$ cat src/common/ric_pkg.sv
// Constants for the RTC interrupt routing and alarm match block
// How it works
// - Watchdog timeout always sets its flag; drives interrupt only when enabled.
// - Alarm match always sets its flag; drives interrupt only when enabled.
// - Power fail always sets its flag; drives interrupt only when enabled.
// - Polarity bit 1 drives output high; 0 gives open-drain active low.
// - Clear mask bit compares that alarm field; set mask bit ignores it.
package ric_pkg;
   // ****************************************************************
   // Register map
   // ****************************************************************
   localparam int ADDR_W = 17;
   localparam int DATA_W = 8;
   localparam logic [16:0] ADDR_ALARM_HOURS = 17'h1_fff4;
   localparam logic [16:0] ADDR_ALARM_DATE = 17'h1_fff5;
   localparam logic [16:0] ADDR_INT_CTRL = 17'h1_fff6;

   // ****************************************************************
   // Field positions
   // ****************************************************************
   localparam int CTRL_WD_EN_BIT = 7;
   localparam int CTRL_AL_EN_BIT = 6;
   localparam int CTRL_PWR_EN_BIT = 5;
   localparam int CTRL_POL_BIT = 3;
   localparam int CTRL_PULSE_BIT = 2;
   localparam logic [7:0] CTRL_WR_MASK = 8'hec;
   localparam int ALARM_MASK_BIT = 7;
   localparam logic [7:0] ALARM_WR_MASK = 8'hbf;
   localparam logic [5:0] ALARM_VAL_MASK = 6'h3f;

   // ****************************************************************
   // Reset values
   // ****************************************************************
   localparam logic [7:0] CTRL_RESET = 8'h00;
   localparam logic [7:0] ALARM_RESET = 8'h00;
   localparam logic [7:0] RD_ZERO = 8'h00;

   // ****************************************************************
   // Timing
   // ****************************************************************
   localparam int CLK_FREQ_HZ = 25_000_000;
   localparam int PULSE_TIME_MS = 200;
   localparam int PULSE_CYCLES =
      (CLK_FREQ_HZ / 1000) * PULSE_TIME_MS;

   // Interrupt output states
   typedef enum logic [1:0] {
      RIC_INT_IDLE = 2'b01,
      RIC_INT_ACTIVE = 2'b10
   } ric_int_state_type;
endpackage

$ cat src/design/ric_pulse_timer.sv
// Down counter that holds busy for a fixed number of cycles after start
`timescale 1ns/1ns
module ric_pulse_timer #(
   parameter int CYCLES = ric_pkg::PULSE_CYCLES
) (
   input wire logic i_core_clk,
   input wire logic i_rst,
   input wire logic i_start,
   input wire logic i_cancel,
   output logic o_busy
);
   localparam int CNT_W = $clog2(CYCLES + 1);
   localparam logic [CNT_W-1:0] CNT_LOAD = CNT_W'(CYCLES);
   localparam logic [CNT_W-1:0] CNT_ZERO = '0;
   localparam logic [CNT_W-1:0] CNT_ONE = CNT_W'(1);

   logic [CNT_W-1:0] cnt_reg;
   logic [CNT_W-1:0] cnt_next;
   logic busy_next;

   // Load on start, count down, stop at zero
   always_comb begin
      cnt_next = cnt_reg;
      if (i_start) begin
         cnt_next = CNT_LOAD;
      end else if (i_cancel) begin
         cnt_next = CNT_ZERO;
      end else if (cnt_reg != CNT_ZERO) begin
         cnt_next = cnt_reg - CNT_ONE;
      end
      busy_next = (cnt_next != CNT_ZERO);
   end

   // Counter and busy flop
   always_ff @(posedge i_core_clk or posedge i_rst) begin
      if (i_rst) begin
         cnt_reg <= '0;
         o_busy <= 1'b0;
      end else begin
         cnt_reg <= cnt_next;
         o_busy <= busy_next;
      end
   end
endmodule

$ cat src/design/ric_top.sv
// Interrupt routing, output drive and hours/date alarm match of the RTC
`timescale 1ns/1ns
module ric_top #(
   parameter int PULSE_CYCLES = ric_pkg::PULSE_CYCLES
) (
   input wire logic i_core_clk,
   input wire logic i_rst,
   input wire logic [16:0] i_addr,
   input wire logic [7:0] i_wr_data,
   input wire logic i_wr,
   input wire logic i_rd,
   output logic [7:0] o_rd_data,
   input wire logic i_watchdog_timeout,
   input wire logic i_power_fail_pin,
   input wire logic [7:0] i_cur_hours,
   input wire logic [7:0] i_cur_date,
   input wire logic i_flags_read,
   output logic o_watchdog_timeout_flag,
   output logic o_alarm_match_flag,
   output logic o_power_fail_flag,
   output logic o_alarm_match,
   output logic o_int_out,
   output logic o_int_oe
);
   // ****************************************************************
   // Declarations
   // ****************************************************************
   logic [7:0] ctrl_reg;
   logic [7:0] ctrl_next;
   logic [7:0] alarm_hours_reg;
   logic [7:0] alarm_hours_next;
   logic [7:0] alarm_date_reg;
   logic [7:0] alarm_date_next;
   logic [7:0] rd_data_next;

   logic [1:0] pwr_sync_reg;
   logic [1:0] pwr_sync_next;
   logic pwr_level_reg;
   logic pwr_level_next;
   logic pwr_event;

   logic match_now;
   logic match_reg;
   logic match_next;
   logic alarm_event;
   logic field_hours_ok;
   logic field_date_ok;

   logic wd_flag_next;
   logic al_flag_next;
   logic pwr_flag_next;

   logic wd_irq_en;
   logic al_irq_en;
   logic pwr_irq_en;
   logic pol_high;
   logic pulse_mode;
   logic fire;

   ric_pkg::ric_int_state_type int_state_reg;
   ric_pkg::ric_int_state_type int_state_next;
   logic pulse_busy;
   logic pulse_start;
   logic pulse_cancel;
   logic int_active;
   logic int_out_next;
   logic int_oe_next;

   // ****************************************************************
   // Register bus
   // ****************************************************************

   // Writes store the defined bits; reserved bits stay zero
   always_comb begin
      ctrl_next = ctrl_reg;
      alarm_hours_next = alarm_hours_reg;
      alarm_date_next = alarm_date_reg;
      if (i_wr) begin
         unique case (i_addr)
            ric_pkg::ADDR_INT_CTRL: begin
               ctrl_next = i_wr_data & ric_pkg::CTRL_WR_MASK;
            end
            ric_pkg::ADDR_ALARM_HOURS: begin
               alarm_hours_next = i_wr_data & ric_pkg::ALARM_WR_MASK;
            end
            ric_pkg::ADDR_ALARM_DATE: begin
               alarm_date_next = i_wr_data & ric_pkg::ALARM_WR_MASK;
            end
            default: begin
               ctrl_next = ctrl_reg;
            end
         endcase
      end
   end

   // Read data for the cycle after the strobe, zero otherwise
   always_comb begin
      rd_data_next = ric_pkg::RD_ZERO;
      if (i_rd) begin
         unique case (i_addr)
            ric_pkg::ADDR_INT_CTRL: begin
               rd_data_next = ctrl_reg;
            end
            ric_pkg::ADDR_ALARM_HOURS: begin
               rd_data_next = alarm_hours_reg;
            end
            ric_pkg::ADDR_ALARM_DATE: begin
               rd_data_next = alarm_date_reg;
            end
            default: begin
               rd_data_next = ric_pkg::RD_ZERO;
            end
         endcase
      end
   end

   // Register file and read data flops
   always_ff @(posedge i_core_clk or posedge i_rst) begin
      if (i_rst) begin
         ctrl_reg <= ric_pkg::CTRL_RESET;
         alarm_hours_reg <= ric_pkg::ALARM_RESET;
         alarm_date_reg <= ric_pkg::ALARM_RESET;
         o_rd_data <= ric_pkg::RD_ZERO;
      end else begin
         ctrl_reg <= ctrl_next;
         alarm_hours_reg <= alarm_hours_next;
         alarm_date_reg <= alarm_date_next;
         o_rd_data <= rd_data_next;
      end
   end

   // Control field taps
   assign wd_irq_en = ctrl_reg[ric_pkg::CTRL_WD_EN_BIT];
   assign al_irq_en = ctrl_reg[ric_pkg::CTRL_AL_EN_BIT];
   assign pwr_irq_en = ctrl_reg[ric_pkg::CTRL_PWR_EN_BIT];
   assign pol_high = ctrl_reg[ric_pkg::CTRL_POL_BIT];
   assign pulse_mode = ctrl_reg[ric_pkg::CTRL_PULSE_BIT];

   // ****************************************************************
   // Event sources
   // ****************************************************************

   // Power fail pin: two-flop synchroniser, then edge detect
   always_comb begin
      pwr_sync_next = {pwr_sync_reg[0], i_power_fail_pin};
      pwr_level_next = pwr_sync_reg[1];
   end

   assign pwr_event = pwr_sync_reg[1] & ~pwr_level_reg;

   // Alarm comparator, a set mask bit ignores that field
   always_comb begin
      field_hours_ok = alarm_hours_reg[ric_pkg::ALARM_MASK_BIT] |
         ((i_cur_hours[5:0] & ric_pkg::ALARM_VAL_MASK) ==
          (alarm_hours_reg[5:0] & ric_pkg::ALARM_VAL_MASK));
      field_date_ok = alarm_date_reg[ric_pkg::ALARM_MASK_BIT] |
         ((i_cur_date[5:0] & ric_pkg::ALARM_VAL_MASK) ==
          (alarm_date_reg[5:0] & ric_pkg::ALARM_VAL_MASK));
      match_now = field_hours_ok & field_date_ok;
      match_next = match_now;
   end

   // One event as the match condition becomes true
   assign alarm_event = match_now & ~match_reg;

   // Synchroniser and comparator history flops
   always_ff @(posedge i_core_clk or posedge i_rst) begin
      if (i_rst) begin
         pwr_sync_reg <= 2'b00;
         pwr_level_reg <= 1'b0;
         match_reg <= 1'b0;
      end else begin
         pwr_sync_reg <= pwr_sync_next;
         pwr_level_reg <= pwr_level_next;
         match_reg <= match_next;
      end
   end

   // ****************************************************************
   // Flags
   // ****************************************************************

   // Events set flags whatever the enables; set wins over clear
   always_comb begin
      wd_flag_next = o_watchdog_timeout_flag & ~i_flags_read;
      al_flag_next = o_alarm_match_flag & ~i_flags_read;
      pwr_flag_next = o_power_fail_flag & ~i_flags_read;
      if (i_watchdog_timeout) begin
         wd_flag_next = 1'b1;
      end
      if (alarm_event) begin
         al_flag_next = 1'b1;
      end
      if (pwr_event) begin
         pwr_flag_next = 1'b1;
      end
   end

   // Flag flops and match status
   always_ff @(posedge i_core_clk or posedge i_rst) begin
      if (i_rst) begin
         o_watchdog_timeout_flag <= 1'b0;
         o_alarm_match_flag <= 1'b0;
         o_power_fail_flag <= 1'b0;
         o_alarm_match <= 1'b0;
      end else begin
         o_watchdog_timeout_flag <= wd_flag_next;
         o_alarm_match_flag <= al_flag_next;
         o_power_fail_flag <= pwr_flag_next;
         o_alarm_match <= match_now;
      end
   end

   // ****************************************************************
   // Interrupt output
   // ****************************************************************

   // Only enabled sources reach the interrupt
   assign fire = (i_watchdog_timeout & wd_irq_en) |
                 (alarm_event & al_irq_en) |
                 (pwr_event & pwr_irq_en);

   // Pulse mode starts the timer; level mode cancels any pulse
   assign pulse_start = fire & pulse_mode;
   assign pulse_cancel = ~pulse_mode;

   ric_pulse_timer #(
      .CYCLES(PULSE_CYCLES)
   ) ric_pulse_timer_i (
      .i_core_clk(i_core_clk),
      .i_rst(i_rst),
      .i_start(pulse_start),
      .i_cancel(pulse_cancel),
      .o_busy(pulse_busy)
   );

   // Level mode holds until flags read; a new fire wins over the read
   always_comb begin
      int_state_next = int_state_reg;
      unique case (int_state_reg)
         ric_pkg::RIC_INT_IDLE: begin
            if (fire & ~pulse_mode) begin
               int_state_next = ric_pkg::RIC_INT_ACTIVE;
            end
         end
         ric_pkg::RIC_INT_ACTIVE: begin
            if (pulse_mode) begin
               int_state_next = ric_pkg::RIC_INT_IDLE;
            end else if (i_flags_read & ~fire) begin
               int_state_next = ric_pkg::RIC_INT_IDLE;
            end
         end
         default: begin
            int_state_next = ric_pkg::RIC_INT_IDLE;
         end
      endcase
   end

   // Drive shape from polarity select
   always_comb begin
      int_active = pulse_mode ? pulse_busy :
         (int_state_reg == ric_pkg::RIC_INT_ACTIVE);
      if (pol_high) begin
         int_out_next = int_active;
         int_oe_next = 1'b1;
      end else begin
         int_out_next = 1'b0;
         int_oe_next = int_active;
      end
   end

   // Interrupt state and pin flops
   always_ff @(posedge i_core_clk or posedge i_rst) begin
      if (i_rst) begin
         int_state_reg <= ric_pkg::RIC_INT_IDLE;
         o_int_out <= 1'b0;
         o_int_oe <= 1'b0;
      end else begin
         int_state_reg <= int_state_next;
         o_int_out <= int_out_next;
         o_int_oe <= int_oe_next;
      end
   end
endmodule

$ cat config.mk
export PLATFORM = sky130hd
export DESIGN_NAME = ric_top
export DESIGN_NICKNAME = d
export VERILOG_FILES = /design/src/common/ric_pkg.sv /design/src/design/ric_pulse_timer.sv /design/src/design/ric_top.sv
export SDC_FILE = /design/constraint.sdc
export NUM_CORES = 1
export LEC_CHECK = 0
export ABC_AREA = 1
export BUFFER_PORTS_ARGS = -buffer_cell sky130_fd_sc_hd__buf_4
export CAP_MARGIN = 30
export CELL_PAD_IN_SITES_DETAIL_PLACEMENT = 0
export CELL_PAD_IN_SITES_GLOBAL_PLACEMENT = 2
export CORE_MARGIN = 2
export CORE_UTILIZATION = 34
export DETAILED_ROUTE_END_ITERATION = 8
export PLACE_DENSITY_LB_ADDON = 0.1
export SLEW_MARGIN = 20
export SYNTH_ARGS = -nofsm -noshare
export SYNTH_HDL_FRONTEND = slang
export SYNTH_SLANG_ARGS = --single-unit
$ cat constraint.sdc
create_clock -name i_core_clk -period 2.7 [get_ports i_core_clk]
set_input_delay 0.405 -clock i_core_clk [delete_from_list [all_inputs] [get_ports i_core_clk]]
set_output_delay 0.405 -clock i_core_clk [all_outputs]
set_load 0.005 [all_outputs]
==> flow_summary_export.csv, run 1 <==
group,metric,value,unit
die,floorplan.rows,36,
finish,antennaDiodeCount,0,
sta,worst_slew_margin,63.71,%
clocking,count_of_h_tree_levels_built_during_cts,3,
power,power_per_cell_area,453.2,mW/mm^2
clocking,clk_root_buffer_cell,"clkbuf_8",
sta,setup_violations,0,
detailed_routing,drc,0,
global_route,gr-total-overflow,0,
finish,fin_cells,648,
sta,layout_worst_path_cycle_share,83.56,%
sta,post-route-min-period,2.256,ns
worst_setup_path,worst_setup_path_start_kind,"register",
finish,drive_above_1_share,19.81,%
worst_setup_path,timing.critical_path.fanout_max,19,
placement,place_inst,631,
placement,preCtsSetupSlack,0.4137,ns
yosys,yosys_warnings,0,
global_route,vias_in_the_first_global_route,3041,
power,leakage_power,2.350,nW
clocking,cts_inserted_buffers,9,
worst_setup_path,cp_data_arrival_time,2.48,ns
die,fp.coreArea,0.009729,mm^2
yosys,syn_inst,445,
detailed_routing,antenna_left,0,
detailed_routing,routed_length_per_placed_instance,13.39,um
worst_setup_path,critPathKind,"reg -> reg",
status,run_status,"finished clean",
clocking,max_buffers_root_to_sink,2,
placement,placement.io_buffers,57,
clocking,clkLatencyLatePin,0.33,ns
hold_path,worst_hold_path_type,"in -> reg",
finish,most-common-layout-cells,"nand2_1, nor2_1, dfrtp_1",
detailed_routing,detailroute.via_count,2965,
finish,largest_register_ffs,23,
clocking,count_of_instances_resized_after_the_clock_tree_is_built,0,
clocking,cts.reportedPaths.clkPinSlew,0.07,ns
sta,max_freq,443.2,MHz
global_route,grt_pass1_wl,14880,um
yosys,synth_area,0.003395,mm^2
detailed_routing,post_detailed_route_via_to_cell_ratio,4.576,
yosys,synth.net_count,495,
finish,area_growth,22.56,%
die,die_h,103.9,um
detailed_routing,drtIter0Drc,106,
clocking,cts_setup_buffers,0,
clocking,cts_num_sinks,62,
die,start_util,34.89,%
die,boundaryPins,62,
finish,layout.nets,560,
placement,globalplace.congestion,0.7468,
detailed_routing,detail_route.wirelength,8675,um
die,fp.dieW,103.9,um
yosys,synth.yosys.seq_area_share,45.74,%
power,ir_worst_vdd,0.0002022,V
sta,max_slew_violation_count,0,
global_route,grt_use_total,17.32,%
die,fp.dieArea,0.01080,mm^2
placement,final_hpwl_dp,6879,um
detailed_routing,drt-pass1-iter-count,4,
sta,hold_viol_final,0,
sta,setup_ws,0.4438,ns
sta,grt_setup_unrepaired,"false",
worst_setup_path,critical_path_required,2.92,ns
global_route,antenna_found_initial,0,
flow_run,maxCapViolCount,0,
worst_setup_path,cp-end-kind,"register",
sta,totalNegativeSetupSlack,0,ns
yosys,synth.ff_latch_count,62,
yosys,synth.avg_cell_area,7.628,um^2
finish,mostFrequentLayoutCell,"nand2_1",
finish,final.fill_count,1060,
yosys,synth.distinct_cells,37,
sta,worstMarginPinSlew,0.5408,ns
clocking,tritoncts,"done",
sta,finClkSkew,0.01010,ns
global_route,pin_count_of_the_biggest_net_entering_global_routing,30,
report_power, final:
group	total, mW	internal, mW	switching [mW]
clock network	0.779	0.422	0.357
registers	0.959	0.952	0.00687
logic	0.147	0.0719	0.0755
critical path, cell delays in order, from the launching register on:
cell and delay, ns:
dfrtp_1 0.40, inv_2 0.13, ha_1 0.22, nand2_1 0.08, nor2_2 0.17, nand4_4 0.31, nand3_1 0.22, nand2_1 0.09
inv_1 0.06, nand2_1 0.05, nor2_1 0.12, nand2_1 0.08, nor2_1 0.16, nand2_1 0.08
synth_stat cells, drive strengths merged:
library cell | instances | share of area [%]
nand2 | 121 | 14
nor2 | 71 | 8.5
inv | 66 | 7.3
dfrtp | 61 | 45
nand3 | 23 | 3.8
o21ai | 23 | 3.4
a21oi | 17 | 2.5
nand4 | 15 | 3.6
xor2 | 11 | 2.8
buf | 6 | 1.2
xnor2 | 6 | 1.5
o22ai | 5 | 0.92
nor3 | 4 | 0.74
nand3b | 3 | 0.66
ha | 2 | 0.74
a221oi | 1 | 0.26
a22o | 1 | 0.26
a31o | 1 | 0.26
a41oi | 1 | 0.26
and2 | 1 | 0.18
clkbuf | 1 | 0.11
clkinv | 1 | 0.11
dfstp | 1 | 0.77
mux2 | 1 | 0.33
nor4 | 1 | 0.37
o21bai | 1 | 0.22
layout make-up:
class | count | area [um^2] | share of cell area [%]
clock inverters | 5 | 52.55 | 1.263
clock buffers | 11 | 131.4 | 3.158
repair buffers | 61 | 460.4 | 11.07
well taps | 133 | 166.4 | 4.000
inverters | 67 | 251.5 | 6.045
flip-flops and latches | 62 | 1553 | 37.32
multi-input cells | 309 | 1545 | 37.14
timing repair:
| action | CTS | global route |
|---|---|---|
| hold buffers | 1 | 0 |
| setup endpoints to repair | 0 | 0 |
| hold endpoints to repair | 9 | 0 |
layer usage:
metal	global-route usage, %	share of wire, %	up-vias
met5	0	0	-
met4	6.757	2.0	0
met3	2.068	3.0	12
met2	30.59	52	54
met1	21.59	43	1361
li1	-	-	1538
final timing paths:
kind | depth (start not counted) | to | slack (ns) | from
max in group asynchronous | 4 | int_state_reg[0] | 1.47 | i_rst
worst max-delay path | 13 | ric_pulse_timer_i.o_busy | 0.44 | ric_pulse_timer_i.cnt_reg[0]
worst min register to register | 0 | pwr_sync_reg[1] | 0.35 | pwr_sync_reg[0]
worst max register to register | 13 | ric_pulse_timer_i.o_busy | 0.44 | ric_pulse_timer_i.cnt_reg[0]
worst min-delay path | 1 | pwr_sync_reg[0] | 0.18 | i_power_fail_pin
min in group asynchronous | 3 | o_int_oe | 0.54 | i_rst
stage by stage:
stage / utilization [%] / power [mW] / cell area [um^2] / hold slack (ns)
2_1_floorplan: - / 1.045 / 3395 / 0.3312
3_3_place_gp: 40.77 / 1.123 / 3966 / 0.3412
3_5_place_dp: 40.77 / 1.126 / 3966 / 0.3364
4_1_cts: 42.76 / 1.916 / 4160 / 0.1656
5_1_grt: 42.76 / 1.975 / 4160 / 0.1697
6_report: 42.76 / 1.886 / 4160 / 0.1797
logic make-up after synthesis:
family / synth area share (%)
compound gates: 8.072
xor+xnor: 4.386
fa+ha+maj: 0.7371
buf+inv: 8.735
flops: 45.74
mux: 0.3317
simple gates: 31.99
Note: power is estimated with default switching activity, not from simulation.
==> run 2, diff against run 1 <==
--- a/config.mk
+++ b/config.mk
@@ -11,7 +11,7 @@
 export CELL_PAD_IN_SITES_DETAIL_PLACEMENT = 0
 export CELL_PAD_IN_SITES_GLOBAL_PLACEMENT = 2
 export CORE_MARGIN = 2
-export CORE_UTILIZATION = 34
+export CORE_UTILIZATION = 32
 export DETAILED_ROUTE_END_ITERATION = 8
 export PLACE_DENSITY_LB_ADDON = 0.1
 export SLEW_MARGIN = 20
==> constraint.sdc (replaced) <==
create_clock -name i_core_clk -period 2.3 [get_ports i_core_clk]
set_input_delay 0.345 -clock i_core_clk [delete_from_list [all_inputs] [get_ports i_core_clk]]
set_output_delay 0.345 -clock i_core_clk [all_outputs]
set_load 0.005 [all_outputs]
==> flow_summary_export.csv, run 2 (same netlist as run 1, synthesis figures left out) <==
group,metric,value,unit
status,run_status,"finished clean",
die,fp.dieW,107.0,um
worst_setup_path,cp_data_arrival_time,2.32,ns
placement,placement.io_buffers,57,
power,internal_power,1.693,mW
sta,finClkSkew,0.01041,ns
clocking,count_of_instances_resized_after_the_clock_tree_is_built,0,
die,floorplan.rows,37,
worst_setup_path,critPathKind,"reg -> reg",
clocking,cts_hold_buffers,0,
sta,grt_setup_unrepaired,"false",
finish,area_growth,25.29,%
sta,setup_violations,0,
worst_setup_path,critical_path_required,2.53,ns
worst_setup_path,cp-end-kind,"register",
global_route,grt_util_met3,2.492,%
power,power_frac_clock,41.9,%
die,start_util,32.88,%
power,power.sequential.fraction,50.5,%
detailed_routing,post_detailed_route_via_to_cell_ratio,4.542,
detailed_routing,routed_length_per_placed_instance,13.74,um
finish,antennaDiodeCount,0,
power,switching_power,0.5401,mW
placement,final_hpwl_dp,7103,um
power,ir_worst_vdd,0.0002646,V
worst_setup_path,timing.critical_path.fanout_max,12,
power,power_per_cell_area,525.0,mW/mm^2
clocking,clk_root_buffer_cell,"clkbuf_8",
clocking,cts.reportedPaths.clkPinSlew,0.08,ns
sta,max_slew_violation_count,0,
global_route,gr-max-usage-layer,"met2",
die,fp.dieArea,0.01145,mm^2
finish,layout.nets,570,
sta,max_freq,478.3,MHz
detailed_routing,detailroute.via_count,2998,
detailed_routing,antenna_left,0,
global_route,grt_use_met2,30.89,%
detailed_routing,drtIter0Drc,98,
finish,drive_above_1_share,21.76,%
detailed_routing,drc,0,
finish,mostFrequentLayoutCell,"nand2_1",
sta,layout_worst_path_cycle_share,90.90,%
sta,worstMarginPinSlew,0.6858,ns
clocking,cts_inserted_buffers,9,
sta,post-route-min-period,2.091,ns
power,leakage_power,2.396,nW
clocking,cts_num_sinks,62,
hold_path,worst_hold_path_type,"in -> async",
die,die_h,107.0,um
global_route,vias_in_the_first_global_route,3011,
power,sw_frac_of_total,24.19,%
finish,fin_cells,660,
finish,most-common-layout-cells,"nand2_1, buf_4, nor2_1",
sta,hold_viol_final,0,
clocking,clkLatencyLatePin,0.34,ns
global_route,pin_count_of_the_biggest_net_entering_global_routing,34,
global_route,grt_pass1_wl,14780,um
detailed_routing,drt-pass1-iter-count,4,
global_route,gr-total-overflow,0,
sta,worst_slew_margin,53.97,%
clocking,max_buffers_root_to_sink,2,
clocking,cts_setup_buffers,0,
sta,totalNegativeSetupSlack,0,ns
worst_setup_path,worst_setup_path_start_kind,"register",
global_route,grt_use_total,16.97,%
die,boundaryPins,62,
placement,place_inst,645,
global_route,antenna_found_initial,0,
global_route,gr-usage-met1,20.22,%
clocking,tritoncts,"done",
clocking,count_of_h_tree_levels_built_during_cts,3,
placement,globalplace.congestion,0.7856,
power,power.share.combinational,7.7,%
detailed_routing,detail_route.wirelength,9069,um
flow_run,maxCapViolCount,0,
finish,largest_register_ffs,23,
die,fp.coreArea,0.01032,mm^2
==> run 2: per-stage QoR <==
stage / util (%) / setup slack, ns / total power, mW / hold WS (ns) / cell area (um^2)
3_3_place_gp: 39.38 / 0.1404 / 1.323 / 0.3320 / 4065
6_report: 41.20 / 0.2092 / 2.233 / 0.08150 / 4253
5_1_grt: 41.20 / 0.02968 / 2.335 / 0.09132 / 4253
2_1_floorplan: - / 0.4153 / 1.226 / 0.3312 / 3395
4_1_cts: 41.20 / 0.1533 / 2.264 / 0.09197 / 4253
3_5_place_dp: 39.38 / 0.1648 / 1.324 / 0.3395 / 4065
==> run 2: metal layers <==
metal | up-vias | routed length (um)
li1 | 1554 | -
met1 | 1375 | 3946
met2 | 52 | 4665
met3 | 17 | 262
met4 | 0 | 195
met5 | - | 0
==> run 2: final cells by class <==
cell class | count | area [um^2]
clock inverter | 6 | 63.81
tap | 136 | 170.2
sequential | 62 | 1553
fill | 1070 | 6071
multi-input combinational | 309 | 1545
timing repair buffer | 71 | 545.5
clock buffer | 9 | 123.9
inverter | 67 | 251.5
==> run 2: final timing paths <==
check | from | to | slack [ns] | cells after the start
worst max-delay path | ric_pulse_timer_i.cnt_reg[0] | ric_pulse_timer_i.o_busy | 0.21 | 13
worst min-delay path | i_rst | o_int_out | 0.08 | 3
worst max register to register | ric_pulse_timer_i.cnt_reg[0] | ric_pulse_timer_i.o_busy | 0.21 | 13
worst min register to register | pwr_sync_reg[0] | pwr_sync_reg[1] | 0.35 | 0
max in group asynchronous | i_rst | alarm_date_reg[4] | 1.88 | 3
min in group i_core_clk | i_power_fail_pin | pwr_sync_reg[0] | 0.11 | 1
==> run 2: worst max-delay path, cell delays in order, from the launching register on <==
cell and delay (ns):
dfrtp_1 0.41, inv_2 0.08, ha_1 0.19, nand2_1 0.07
nor2_2 0.18, nand4_4 0.24, nand3_1 0.18, nand2_1 0.09
inv_1 0.06, nand2_1 0.04, nor2_1 0.11, nand2_1 0.08
nor2_1 0.16, nand2_1 0.07
==> run 2: power by group through the flow <==
stage	logic [mW]	registers [mW]	clock network, mW
finish	0.171	1.13	0.935
detailed placement	0.176	1.15	0
global placement	0.175	1.15	0
floorplan	0.0798	1.15	0
global route	0.196	1.13	1.01
CTS	0.177	1.13	0.960
==> run 3, diff against run 2 <==
--- a/config.mk
+++ b/config.mk
@@ -6,6 +6,7 @@
 export NUM_CORES = 1
 export LEC_CHECK = 0
 export ABC_AREA = 1
+export ABC_CLOCK_PERIOD_IN_PS = 2300
 export BUFFER_PORTS_ARGS = -buffer_cell sky130_fd_sc_hd__buf_4
 export CAP_MARGIN = 30
 export CELL_PAD_IN_SITES_DETAIL_PLACEMENT = 0
@@ -14,6 +15,7 @@
 export CORE_UTILIZATION = 32
 export DETAILED_ROUTE_END_ITERATION = 8
 export PLACE_DENSITY_LB_ADDON = 0.1
+export REMOVE_ABC_BUFFERS = 1
 export SLEW_MARGIN = 20
 export SYNTH_ARGS = -nofsm -noshare
 export SYNTH_HDL_FRONTEND = slang
==> flow_summary_export.csv, run 3 (same netlist as run 1, synthesis figures left out) <==
group,metric,value,unit
sta,fin_worst_hold_slack,0.01966,ns
placement,globalplace.congestion,0.8185,
global_route,pin_count_of_the_biggest_net_entering_global_routing,27,
status,run_status,"finished clean",
sta,grt_setup_unrepaired,"false",
die,fp.dieW,107.0,um
sta,post-route-min-period,2.098,ns
finish,antennaDiodeCount,0,
clocking,clkLatencyLatePin,0.33,ns
finish,mostFrequentLayoutCell,"nand2_1",
die,fp.dieArea,0.01145,mm^2
die,fp.coreArea,0.01032,mm^2
detailed_routing,detailroute.via_count,2989,
detailed_routing,routed_length_per_placed_instance,13.78,um
global_route,vias_in_the_first_global_route,3034,
worst_setup_path,critical_path.most_common_cell,"nand2_1",
hold_path,worst_hold_path_type,"in -> async",
clocking,tritoncts,"done",
power,ir_worst_vdd,0.0002637,V
sta,setup_violations,0,
detailed_routing,antenna_left,0,
flow_run,maxCapViolCount,0,
finish,area_growth,26.35,%
worst_setup_path,cp_data_arrival_time,2.32,ns
detailed_routing,post_detailed_route_via_to_cell_ratio,4.495,
finish,layout.nets,574,
detailed_routing,detail_route.wirelength,9163,um
detailed_routing,drtIter0Drc,128,
clocking,cts.reportedPaths.clkPinSlew,0.07,ns
detailed_routing,drt-pass1-iter-count,4,
clocking,cts_hold_buffers,0,
sta,worst_slew_margin,66.35,%
global_route,grt_use_total,17.17,%
worst_setup_path,cp-end-kind,"register",
die,boundaryPins,62,
sta,finClkSkew,0.006663,ns
clocking,max_buffers_root_to_sink,2,
finish,largest_register_ffs,23,
die,die_h,107.0,um
die,start_util,32.88,%
worst_setup_path,critPathKind,"reg -> reg",
clocking,cts_num_sinks,62,
global_route,antenna_found_initial,0,
die,floorplan.rows,37,
power,power_per_cell_area,517.9,mW/mm^2
clocking,count_of_h_tree_levels_built_during_cts,3,
sta,hold_viol_final,0,
worst_setup_path,timing.critical_path.fanout_max,5,
sta,max_slew_violation_count,0,
placement,final_hpwl_dp,7130,um
detailed_routing,drc,0,
power,leakage_power,2.426,nW
clocking,clk_root_buffer_cell,"clkbuf_8",
clocking,cts_inserted_buffers,9,
worst_setup_path,worst_setup_path_startpoint,"ric_pulse_timer_i.cnt_reg[13]",
sta,worstMarginPinSlew,0.5035,ns
global_route,grt_pass1_wl,15100,um
global_route,gr-total-overflow,0,
sta,max_freq,476.7,MHz
placement,placement.io_buffers,57,
sta,layout_worst_path_cycle_share,91.20,%
worst_setup_path,worst_setup_path_start_kind,"register",
worst_setup_path,crit_slowest_cell,"dfrtp_1",
sta,totalNegativeSetupSlack,0,ns
clocking,count_of_instances_resized_after_the_clock_tree_is_built,0,
clocking,cts_setup_buffers,0,
finish,drive_above_1_share,22.12,%
worst_setup_path,worstReg2RegStart,"ric_pulse_timer_i.cnt_reg[13]",
worst_setup_path,cpPeakStageDelay,0.42,ns
finish,most-common-layout-cells,"nand2_1, buf_4, nor2_1",
worst_setup_path,path_cells,"nor2_1 > nand2_1 > nor2_4 > nand3_1 > nor2_2 > a21oi_1 > nand4_1 > nand2_1 > nor2_1 > nand2_1 > nor2_1 > nand2_1",
worst_setup_path,critical_path_required,2.52,ns
run 3: cell count changes in the layout (fill, tap and decap cells not counted), sizes merged:
cell / before / now
clkinv: 4 / 5
clkinvlp: 2 / 0
buf: 71 / 75
clkbuf: 9 / 11
run 3: worst max-delay path, delay by kind of cell, from the launching register on:
kind            cells  cell delay, ns
simple gates       11            1.47
flops               1            0.42
compound gates      1            0.09
run 3: stage by stage:
step | cells | util (%) | total power, mW | cell area (um^2) | worst slack (ns)
floorplan | 438 | - | 1.226 | 3349 | 0.4153
global placement | 648 | 39.72 | 1.326 | 4100 | 0.1616
detailed placement | 648 | 39.72 | 1.330 | 4100 | 0.1342
CTS | 664 | 41.47 | 2.256 | 4282 | 0.1030
global route | 665 | 41.55 | 2.330 | 4289 | 0.01765
finish | 665 | 41.55 | 2.221 | 4289 | 0.2023
run 3: metal layers:
metal / GRT usage [%] / routed length, um
met1: 20.83 / 4076
met2: 31.21 / 4710
met5: 0 / 0
met4: 5.751 / 166
met3: 2.310 / 210
run 3: worst paths after layout:
kind                       cells past startpoint                             to  slack (ns)
min in group i_core_clk                        1                pwr_sync_reg[0]        0.12
hold / removal                                 2  ric_pulse_timer_i.cnt_reg[16]        0.02
hold reg to reg                                0                pwr_sync_reg[1]        0.35
max in group asynchronous                      3               int_state_reg[0]        1.67
setup / recovery                              12       ric_pulse_timer_i.o_busy        0.20
setup reg to reg                              12       ric_pulse_timer_i.o_busy        0.20
run 3: report_power, final:
part           switching (mW)  internal (mW)
Combinational          0.0905         0.0867
Sequential            0.00984           1.12
Clock                   0.422          0.494
run 3: layout make-up:
cell class                      instances  area, um^2
Fill cell                            1093        6035
Sequential cell                        62        1553
Multi-Input combinational cell        309        1545
Timing Repair Buffer                   75       588.1
Inverter                               67       251.5
Tap cell                              136       170.2
Clock buffer                           11       131.4
Clock inverter                          5       50.05
